**config.mk**
```make
export PLATFORM = sky130hd
export DESIGN_NAME = bbfeu_top
export DESIGN_NICKNAME = d
export VERILOG_FILES = /design/src/core/bbfeu_pkg.sv /design/src/core/bbfeu_mem_if.sv /design/src/core/bbfeu_mem.sv /design/src/core/bbfeu_top.sv
export SDC_FILE = /design/constraint.sdc
export NUM_CORES = 1
export LEC_CHECK = 0
export BUFFER_PORTS_ARGS = -buffer_cell sky130_fd_sc_hd__buf_4
export CAP_MARGIN = 5
export CORE_MARGIN = 5
export CORE_UTILIZATION = 45
export CTS_CLUSTER_SIZE = 24
export DETAILED_ROUTE_END_ITERATION = 7
export PLACE_DENSITY_LB_ADDON = 0.15
export SLEW_MARGIN = 20
export SYNTH_ARGS = -nofsm -noshare
export SYNTH_HDL_FRONTEND = slang
export SYNTH_SLANG_ARGS = --single-unit
```
**constraint.sdc**
```tcl
create_clock -name ref_clk -period 6.7 [get_ports ref_clk]
set_clock_uncertainty 0.15 [all_clocks]
set_input_delay 0.67 -clock ref_clk [delete_from_list [all_inputs] [get_ports ref_clk]]
set_output_delay 0.67 -clock ref_clk [all_outputs]
set_load 0.02 [all_outputs]
```
**src/core/bbfeu_pkg.sv**
```systemverilog
// Constants, opcodes and register map for the branch/bit/flag unit.
// Assumes a 32-bit APB master and a 16-bit instruction word.
package bbfeu_pkg;

  // ****************************************
  // Register map (byte addresses)
  // ****************************************
  localparam logic [11:0] ADDR_INSTR  = 12'h000;
  localparam logic [11:0] ADDR_PC     = 12'h004;
  localparam logic [11:0] ADDR_SFLAGS = 12'h008;
  localparam logic [11:0] ADDR_STATUS = 12'h00C;
  localparam logic [4:0]  WIN_RF      = 5'h02;
  localparam logic [4:0]  WIN_IO      = 5'h04;
  localparam logic [15:0] PC_RESET    = 16'h0000;
  localparam logic [7:0]  SFLAGS_RESET = 8'h00;

  // ****************************************
  // Status flag bit positions
  // ****************************************
  localparam int FL_C = 0;
  localparam int FL_Z = 1;
  localparam int FL_N = 2;
  localparam int FL_V = 3;
  localparam int FL_S = 4;
  localparam int FL_H = 5;
  localparam int FL_T = 6;
  localparam int FL_I = 7;

  // ****************************************
  // Instruction fields: op[15:11] sel[10:8] addr[7:3] k[6:0]
  // ****************************************
  localparam int OP_HI = 15;
  localparam int OP_LO = 11;
  localparam int SEL_HI = 10;
  localparam int SEL_LO = 8;
  localparam int AD_HI = 7;
  localparam int AD_LO = 3;
  localparam int K_HI = 6;

  // ****************************************
  // Opcodes; dedicated flag set/clear use FSET/FCLR with a fixed sel
  // ****************************************
  localparam logic [4:0] OP_BRSET = 5'h00;
  localparam logic [4:0] OP_BRCLR = 5'h01;
  localparam logic [4:0] OP_BREQ = 5'h02;
  localparam logic [4:0] OP_BRNE = 5'h03;
  localparam logic [4:0] OP_BRCS = 5'h04;
  localparam logic [4:0] OP_BRCC = 5'h05;
  localparam logic [4:0] OP_BRSH = 5'h06;
  localparam logic [4:0] OP_BRLO = 5'h07;
  localparam logic [4:0] OP_BRMI = 5'h08;
  localparam logic [4:0] OP_BRPL = 5'h09;
  localparam logic [4:0] OP_BRGE = 5'h0A;
  localparam logic [4:0] OP_BRLT = 5'h0B;
  localparam logic [4:0] OP_BRHS = 5'h0C;
  localparam logic [4:0] OP_BRHC = 5'h0D;
  localparam logic [4:0] OP_BRTS = 5'h0E;
  localparam logic [4:0] OP_BRTC = 5'h0F;
  localparam logic [4:0] OP_BRVS = 5'h10;
  localparam logic [4:0] OP_BRVC = 5'h11;
  localparam logic [4:0] OP_BRIE = 5'h12;
  localparam logic [4:0] OP_BRID = 5'h13;
  localparam logic [4:0] OP_IOSET = 5'h14;
  localparam logic [4:0] OP_IOCLR = 5'h15;
  localparam logic [4:0] OP_SHL = 5'h16;
  localparam logic [4:0] OP_SHR = 5'h17;
  localparam logic [4:0] OP_ASHR = 5'h18;
  localparam logic [4:0] OP_ROTL = 5'h19;
  localparam logic [4:0] OP_ROTR = 5'h1A;
  localparam logic [4:0] OP_SWAP = 5'h1B;
  localparam logic [4:0] OP_TSTORE = 5'h1C;
  localparam logic [4:0] OP_TLOAD = 5'h1D;
  localparam logic [4:0] OP_FSET = 5'h1E;
  localparam logic [4:0] OP_FCLR = 5'h1F;

  typedef enum logic [3:0] {
    ST_IDLE   = 4'b0001,
    ST_FETCH  = 4'b0010,
    ST_EXEC   = 4'b0100,
    ST_SECOND = 4'b1000
  } bbfeu_state_type;

endpackage

```
**src/core/bbfeu_mem_if.sv**
```systemverilog
// Port bundle between the execute unit and a 32 x 8 storage block.
// Assumes one writer and one reader, both on the core clock.
`timescale 1ns/1ps
interface bbfeu_mem_if;
  logic [4:0] addr;
  logic       we;
  logic [7:0] wdata;
  logic [7:0] rdata;

  modport ctrl (output addr, output we, output wdata, input rdata);
  modport store (input addr, input we, input wdata, output rdata);
endinterface

```
**src/core/bbfeu_mem.sv**
```systemverilog
// 32 x 8 storage with registered read data, used for registers and I/O.
// Assumes the controller holds addr one cycle to read; write is immediate.
`timescale 1ns/1ps
module bbfeu_mem (
  // Clock and reset
  input  wire logic    ref_clk,
  input  wire logic    sys_rst,
  // Access port
  bbfeu_mem_if.store   port
);
  logic [7:0] mem_reg [32];
  logic [7:0] rdata_reg;

  // ****************************************
  // Storage
  // ****************************************
  // Contents are not reset; software loads them before use
  always_ff @(posedge ref_clk) begin
    if (port.we) begin
      mem_reg[port.addr] <= port.wdata;
    end
  end

  always_ff @(posedge ref_clk) begin
    if (sys_rst) begin
      rdata_reg <= 8'h00;
    end else begin
      rdata_reg <= mem_reg[port.addr];
    end
  end

  assign port.rdata = rdata_reg;
endmodule

```
**src/core/bbfeu_top.sv**
```systemverilog
// Branch, bit and status-flag execute unit with an APB register port.
// Assumes one APB master and that software writes one instruction at a time.
//
// Overview of operation
// - Branch on flag set: PC gets PC+k+1 when flag s is one; 1/2 cycles.
// - Branch on flag clear: PC gets PC+k+1 when flag s is zero.
// - Carry-set and lower take on C one; carry-clear and same-or-higher on C zero.
// - Signed greater-or-equal taken when N xor V is zero.
// - Signed less-than taken when N xor V is one, target PC+k+1.
// - Half-carry branches taken on H one or H zero.
// - Transfer-flag branches taken on T one or T zero.
// - Overflow branches taken on V one or V zero.
// - Interrupt branches test I; no branch changes any flag.
// - I/O bit set/clear force bit b of port P, two cycles, no flags.
// - Shifts fill 0 or keep bit 7, update Z C N V; swap touches no flag.
// - Rotate left: old C to bit 0, bit 7 to C, one cycle.
// - Rotate right: old C to bit 7, bit 0 to C, one cycle.
// - Bit store copies Rr bit b into T, only T changes.
// - Bit load copies T into Rd bit b, flags unchanged.
// - Flag set/clear by index or dedicated alias forces one flag only.
// - Interrupt enable sets I, disable clears I, one cycle each.
// - Signed-test set/clear forces S only, one cycle.
// - Half-carry set/clear force H only, one cycle.
//
// Chosen here: the register offsets and the APB register port.
`timescale 1ns/1ps
module bbfeu_top
  import bbfeu_pkg::*;
(
  // Clock and reset
  input  wire logic        ref_clk,
  input  wire logic        sys_rst,
  // APB slave
  input  wire logic        psel,
  input  wire logic        penable,
  input  wire logic        pwrite,
  input  wire logic [11:0] paddr,
  input  wire logic [31:0] pwdata,
  output logic             pready,
  output logic [31:0]      prdata,
  output logic             pslverr,
  // Execution state
  output logic             exec_busy,
  output logic [15:0]      prog_counter
);
  import bbfeu_pkg::*;

  // ****************************************
  // Helper functions
  // ****************************************
  function automatic logic is_branch(input logic [4:0] op);
    is_branch = (op <= OP_BRID);
  endfunction

  function automatic logic needs_operand(input logic [4:0] op);
    needs_operand = !is_branch(op) && (op != OP_FSET) && (op != OP_FCLR);
  endfunction

  function automatic logic in_window(input logic [11:0] a, input logic [4:0] w);
    in_window = (a[11:7] == w) && (a[1:0] == 2'b00);
  endfunction

  // Branch condition from opcode, index and flags
  function automatic logic branch_cond(input logic [4:0] op, input logic [2:0] s,
                                       input logic [7:0] f);
    logic nv;
    nv = f[FL_N] ^ f[FL_V];
    unique case (op)
      OP_BRSET: branch_cond = f[s];
      OP_BRCLR: branch_cond = !f[s];
      OP_BREQ: branch_cond = f[FL_Z];
      OP_BRNE: branch_cond = !f[FL_Z];
      OP_BRMI: branch_cond = f[FL_N];
      OP_BRPL: branch_cond = !f[FL_N];
      OP_BRCS, OP_BRLO: branch_cond = f[FL_C];
      OP_BRCC, OP_BRSH: branch_cond = !f[FL_C];
      OP_BRGE: branch_cond = !nv;
      OP_BRLT: branch_cond = nv;
      OP_BRHS: branch_cond = f[FL_H];
      OP_BRHC: branch_cond = !f[FL_H];
      OP_BRTS: branch_cond = f[FL_T];
      OP_BRTC: branch_cond = !f[FL_T];
      OP_BRVS: branch_cond = f[FL_V];
      OP_BRVC: branch_cond = !f[FL_V];
      OP_BRIE: branch_cond = f[FL_I];
      OP_BRID: branch_cond = !f[FL_I];
      default: branch_cond = 1'b0;
    endcase
  endfunction

  // ****************************************
  // State
  // ****************************************
  bbfeu_state_type state_reg, state_next;
  logic [15:0] instr_reg, instr_next;
  logic [15:0] pc_reg, pc_next;
  logic [7:0]  flags_reg, flags_next;
  logic [1:0]  cycles_reg, cycles_next;
  logic        taken_reg, taken_next;
  logic        busy_reg, busy_next;
  logic        pready_reg, pready_next;
  logic [31:0] prdata_reg, prdata_next;
  logic        pslverr_reg, pslverr_next;

  bbfeu_mem_if rf_port ();
  bbfeu_mem_if io_port ();

  bbfeu_mem u_rf (
    .ref_clk (ref_clk),
    .sys_rst (sys_rst),
    .port    (rf_port)
  );

  bbfeu_mem u_io (
    .ref_clk (ref_clk),
    .sys_rst (sys_rst),
    .port    (io_port)
  );

  // ****************************************
  // Decode and datapath
  // ****************************************
  logic [4:0]  op;
  logic [2:0]  sel;
  logic [4:0]  opnd_addr;
  logic [15:0] k_ext;
  logic        setup_ph;
  logic        done_ph;
  logic        apb_wr;
  logic        win_rf;
  logic        win_io;
  logic [7:0]  shift_res;
  logic        shift_c;

  assign op        = instr_reg[OP_HI:OP_LO];
  assign sel       = instr_reg[SEL_HI:SEL_LO];
  assign opnd_addr = instr_reg[AD_HI:AD_LO];
  assign k_ext     = {{9{instr_reg[K_HI]}}, instr_reg[K_HI:0]};
  assign setup_ph  = psel && !penable;
  assign done_ph   = psel && penable && pready_reg;
  assign apb_wr    = done_ph && pwrite && !pslverr_reg;
  assign win_rf    = in_window(paddr, WIN_RF);
  assign win_io    = in_window(paddr, WIN_IO);

  // Shift and rotate unit
  always_comb begin
    shift_res = rf_port.rdata;
    shift_c   = flags_reg[FL_C];
    unique case (op)
      OP_SHL: begin
        shift_res = {rf_port.rdata[6:0], 1'b0};
        shift_c   = rf_port.rdata[7];
      end
      OP_SHR: begin
        shift_res = {1'b0, rf_port.rdata[7:1]};
        shift_c   = rf_port.rdata[0];
      end
      OP_ASHR: begin
        shift_res = {rf_port.rdata[7], rf_port.rdata[7:1]};
        shift_c   = rf_port.rdata[0];
      end
      OP_ROTL: begin
        shift_res = {rf_port.rdata[6:0], flags_reg[FL_C]};
        shift_c   = rf_port.rdata[7];
      end
      OP_ROTR: begin
        shift_res = {flags_reg[FL_C], rf_port.rdata[7:1]};
        shift_c   = rf_port.rdata[0];
      end
      OP_SWAP: shift_res = {rf_port.rdata[3:0], rf_port.rdata[7:4]};
      default: shift_res = rf_port.rdata;
    endcase
  end

  // ****************************************
  // Execute sequencer
  // ****************************************
  always_comb begin
    state_next    = state_reg;
    instr_next    = instr_reg;
    pc_next       = pc_reg;
    flags_next    = flags_reg;
    cycles_next   = cycles_reg;
    taken_next    = taken_reg;
    busy_next     = busy_reg;
    rf_port.addr  = paddr[6:2];
    io_port.addr  = paddr[6:2];
    rf_port.we    = 1'b0;
    io_port.we    = 1'b0;
    rf_port.wdata = pwdata[7:0];
    io_port.wdata = pwdata[7:0];
    unique case (state_reg)
      ST_IDLE: begin
        // Storage is only reachable from the bus while idle
        rf_port.we = apb_wr && win_rf;
        io_port.we = apb_wr && win_io;
        if (apb_wr && (paddr == ADDR_PC)) begin
          pc_next = pwdata[15:0];
        end
        if (apb_wr && (paddr == ADDR_SFLAGS)) begin
          flags_next = pwdata[7:0];
        end
        if (apb_wr && (paddr == ADDR_INSTR)) begin
          instr_next  = pwdata[15:0];
          cycles_next = 2'd0;
          taken_next  = 1'b0;
          busy_next   = 1'b1;
          if (needs_operand(pwdata[OP_HI:OP_LO])) begin
            state_next = ST_FETCH;
          end else begin
            state_next = ST_EXEC;
          end
        end
      end
      ST_FETCH: begin
        // Read data is registered, so one cycle to present the operand
        rf_port.addr = opnd_addr;
        io_port.addr = opnd_addr;
        state_next   = ST_EXEC;
      end
      ST_EXEC: begin
        rf_port.addr  = opnd_addr;
        io_port.addr  = opnd_addr;
        rf_port.wdata = shift_res;
        io_port.wdata = io_port.rdata;
        cycles_next   = 2'd1;
        pc_next       = pc_reg + 16'h0001;
        state_next    = ST_IDLE;
        busy_next     = 1'b0;
        if (is_branch(op)) begin
          if (branch_cond(op, sel, flags_reg)) begin
            // Taken branch adds a second cycle
            pc_next    = pc_reg + k_ext + 16'h0001;
            taken_next = 1'b1;
            state_next = ST_SECOND;
            busy_next  = 1'b1;
          end
        end else begin
          unique case (op)
            OP_IOSET, OP_IOCLR: begin
              io_port.wdata      = io_port.rdata;
              io_port.wdata[sel] = (op == OP_IOSET);
              io_port.we         = 1'b1;
              state_next         = ST_SECOND;
              busy_next          = 1'b1;
            end
            // Shift flags Z C N V
            OP_SHL, OP_SHR, OP_ASHR, OP_ROTL, OP_ROTR: begin
              rf_port.we        = 1'b1;
              flags_next[FL_Z]  = (shift_res == 8'h00);
              flags_next[FL_C]  = shift_c;
              flags_next[FL_N]  = shift_res[7];
              flags_next[FL_V]  = shift_res[7] ^ shift_c;
            end
            OP_SWAP: rf_port.we = 1'b1;
            OP_TSTORE: flags_next[FL_T] = rf_port.rdata[sel];
            OP_TLOAD: begin
              rf_port.wdata      = rf_port.rdata;
              rf_port.wdata[sel] = flags_reg[FL_T];
              rf_port.we         = 1'b1;
            end
            OP_FSET: flags_next[sel] = 1'b1;
            OP_FCLR: flags_next[sel] = 1'b0;
            default: flags_next = flags_reg;
          endcase
        end
      end
      ST_SECOND: begin
        cycles_next = 2'd2;
        busy_next   = 1'b0;
        state_next  = ST_IDLE;
      end
    endcase
  end

  always_ff @(posedge ref_clk) begin
    if (sys_rst) begin
      state_reg  <= ST_IDLE;
      instr_reg  <= 16'h0000;
      pc_reg     <= PC_RESET;
      flags_reg  <= SFLAGS_RESET;
      cycles_reg <= 2'd0;
      taken_reg  <= 1'b0;
      busy_reg   <= 1'b0;
    end else begin
      state_reg  <= state_next;
      instr_reg  <= instr_next;
      pc_reg     <= pc_next;
      flags_reg  <= flags_next;
      cycles_reg <= cycles_next;
      taken_reg  <= taken_next;
      busy_reg   <= busy_next;
    end
  end

  // ****************************************
  // APB slave
  // ****************************************
  // Storage windows need one wait state for the registered read;
  // all other registers answer in the first access cycle.
  always_comb begin
    pready_next  = 1'b0;
    prdata_next  = prdata_reg;
    pslverr_next = 1'b0;
    if (setup_ph) begin
      if (win_rf || win_io) begin
        // Storage belongs to the sequencer while busy
        if (busy_reg) begin
          pready_next  = 1'b1;
          pslverr_next = 1'b1;
        end
      end else begin
        pready_next = 1'b1;
        prdata_next = 32'h0000_0000;
        unique case (paddr)
          ADDR_INSTR:  prdata_next[15:0] = instr_reg;
          ADDR_PC:     prdata_next[15:0] = pc_reg;
          ADDR_SFLAGS: prdata_next[7:0] = flags_reg;
          ADDR_STATUS: prdata_next[3:0] = {cycles_reg, taken_reg, busy_reg};
          default:     pslverr_next = 1'b1;
        endcase
        // Control writes during execution would tear the instruction
        if (pwrite && busy_reg && (paddr != ADDR_STATUS)) begin
          pslverr_next = 1'b1;
        end
      end
    end else if (psel && penable && !pready_reg) begin
      pready_next = 1'b1;
      prdata_next = {24'h00_0000, win_io ? io_port.rdata : rf_port.rdata};
    end
  end

  always_ff @(posedge ref_clk) begin
    if (sys_rst) begin
      pready_reg  <= 1'b0;
      prdata_reg  <= 32'h0000_0000;
      pslverr_reg <= 1'b0;
    end else begin
      pready_reg  <= pready_next;
      prdata_reg  <= prdata_next;
      pslverr_reg <= pslverr_next;
    end
  end

  assign pready       = pready_reg;
  assign prdata       = prdata_reg;
  assign pslverr      = pslverr_reg;
  assign exec_busy    = busy_reg;
  assign prog_counter = pc_reg;
endmodule

```
==> results.tsv <==
metric	value	unit
Die Height	252.4	um
PwrDens	268.2	nW/um2
drt pass-1 iters	5	
total track usage	23.16	%
DRC Markers	0	
worst slew pin tran	1087	ps
Slew Viols, Final	0	
Die ar.	63720	um2
Routability Congestion	0.9353	
post-route cell area	29620	um2
Num CTS Buffers	61	
clock buffer depth	3	
Power Internal	0.006207	W
critical path launch point type	flip-flop	
VDD IR-drop max	0.2397	mV
hold buffer count at cts	0	
drt initial violations	1627	
Worst path slowest cell	or4b_2	
ys async rst share	0	%
crit-path cells	inv_1 > or4b_2 > o21ai_0 > nand3_1 > nor2_1	
Final period util	68.35	%
Port Buffers	67	
worst-skew pair later-pin latency	650	ps
# diodes	0	
maximum number of pins on one net before global-route repair	91	
Net Sw Frac	21.88	%
grt total ovfl	0	
# Max-Cap Violations	0	
post-layout total power	0.007945	W
initial core utilization	45.67	%
switching power total	0.001738	W
HPWL after DPL	50290	um
Detailed Route WL	75890	um
f_max	0.2184	GHz
RSZ-0062 raised after global routing	no	
maximum fanout along the worst path	18	
critical path endpoint category	flip-flop	
CTS tree	yes	
syn_area_per_cell	13.30	um2
CTS clk-pin slew, worst paths	60	ps
vias per cell	6.054	
vias	17186	
die width	252.4	um
Clock Sinks	594	
Slew HR	26.73	%
Clk pwr share	44.2	%
Core Area	57920	um2
status	complete, no violations	
layout cell share with drive strength beyond 1	14.03	%
Comb pwr share	4.9	%
count of cell types in the netlist	88	
H-tree levels	2	
Critical Path RT	6810	ps
Critical Path AT	4690	ps
Post-synth EDFFs	512	
Setup TNS	0	ps
NumNets Final	2093	
Post-Syn Area	26450	um2
Clock Root Buffer	clkbuf_16	
post_cts resized	0	
Worst path max stage delay	900	ps
IO Pins	100	
Area Growth Syn to Fin	11.99	%
# rows	88	
wire per inst	26.73	um
number of global-route vias before repair	16457	
Period minus WS final	4579	ps
Seq/Total Area, Yosys	64.34	%
Final Hold Vio Count	0	
Post-DRT Antenna Nets	0	
post-CTS setup buffer count	0	
WS Path Type	reg -> reg	
antenna violations before repair	1	
ys flop type	edfxtp_1	
Reg power frac	50.9	%
cells after synthesis	1988	
synthesized flop and latch total	594	
min-delay worst type	in -> reg	
Final setup viols	0	
static leakage	10.17	nW
Placed Instance Area	27540	um2
Ys Warns	0	
first-pass GRT wire length	110800	um
[final cells by class]
| class | count | area [um2] |
|---|---|---|
| fillers | 5004 | 28300 |
| flip-flops and latches | 594 | 17020 |
| multi-input cells | 1249 | 8718 |
| clock buffers | 74 | 1575 |
| well taps | 765 | 957.2 |
| repair buffers | 107 | 803.3 |
| clock inverters | 36 | 496.7 |
| inverters | 14 | 52.55 |
[cell families after synthesis]
kind of cell | share of synthesized area, %
AOI/OAI and AO/OA | 9.674
muxes | 11.50
DFF | 64.34
xor gates and xnor gates | 0.9935
adders and majority gates | 0.8326
other | 0.01418
buffers and inverters | 3.264
and+or+nand+nor | 9.386
[through the flow]
stage | util [%] | setup WS, ps | std cells | hold WS (ps)
final | 51.14 | 2121 | 2839 | 172.6
after global routing | 51.14 | 1988 | 2839 | 161.5
after CTS | 51.14 | 2161 | 2839 | 141.7
after detailed placement | 47.56 | 2158 | 2729 | 336.9
after global placement | 47.56 | 2239 | 2729 | 326.2
after floorplan | - | 2993 | 2003 | 296.4
[synthesized netlist by cell type, types with 8 or more instances]
cell type	number	area (um2)
clkbuf_1	58	217.7
o22ai_1	88	550.5
nor2_1	152	570.6
nand2b_1	13	81.33
buf_4	34	255.2
nor3_1	15	75.07
edfxtp_1	512	15370
ha_1	16	200.2
a21oi_1	108	540.5
buf_6	12	135.1
mux4_2	33	743.2
mux2i_1	215	2152
nor2b_1	14	87.58
a22o_1	8	70.07
a21o_1	10	75.07
and3_1	11	68.82
dfxtp_1	82	1642
nand3_1	29	145.1
xnor2_1	12	105.1
o21ai_0	62	310.3
mux2_2	11	123.9
o21a_1	8	60.06
inv_1	13	48.80
nor4_1	37	231.5
a31oi_1	26	162.7
buf_2	34	170.2
nand2_1	198	743.2
xor2_1	13	113.9
a22oi_1	22	165.2
[power by group through the flow]
stage | Combinational, W | Clock [W] | Sequential (W)
after global routing | 0.000412 | 0.00372 | 0.00404
after global placement | 0.000383 | 0 | 0.00412
after CTS | 0.000389 | 0.00357 | 0.00404
final | 0.000390 | 0.00351 | 0.00404
after detailed placement | 0.000388 | 0 | 0.00412
after floorplan | 0.000243 | 0 | 0.00411
[worst max-delay path: cells and delay by family, from the launching register on]
kind | cells | cell delay, ps
flops | 1 | 740
buf+inv | 1 | 240
compound gates | 1 | 650
simple gates | 3 | 2420
[placed cells by master (no fill, tap or decap), types with 46 or more instances in the layout]
cell and instances:
clkbuf_16 61, o21ai_0 46, buf_4 107, a21oi_1 108, mux2i_1 215, nor2_1 152, nand2_1 198, dfxtp_1 82
o22ai_1 88, edfxtp_1 512
[layer usage]
layer	share of wire, %	track usage [%]	routed length [um]	vias up
met5	0	0	0	-
met4	3.6	8.297	2745	0
met3	8.4	4.538	6398	144
met2	45	35.35	34510	742
met1	42	33.35	32240	8630
li1	-	-	-	7670
[worst paths after layout]
| path | from | endpoint | slack (ps) | cells past startpoint |
|---|---|---|---|---|
| worst min register to register | cycles_reg[0] | cycles_reg[0] | 350 | 2 |
| worst max register to register | instr_reg[13] | u_io.mem_reg[17][1] | 2120 | 5 |
| worst min-delay path | pwdata[8] | instr_reg[8] | 170 | 3 |
| worst max-delay path | instr_reg[13] | u_io.mem_reg[17][1] | 2120 | 5 |
Power figures use the tool's default switching activity.
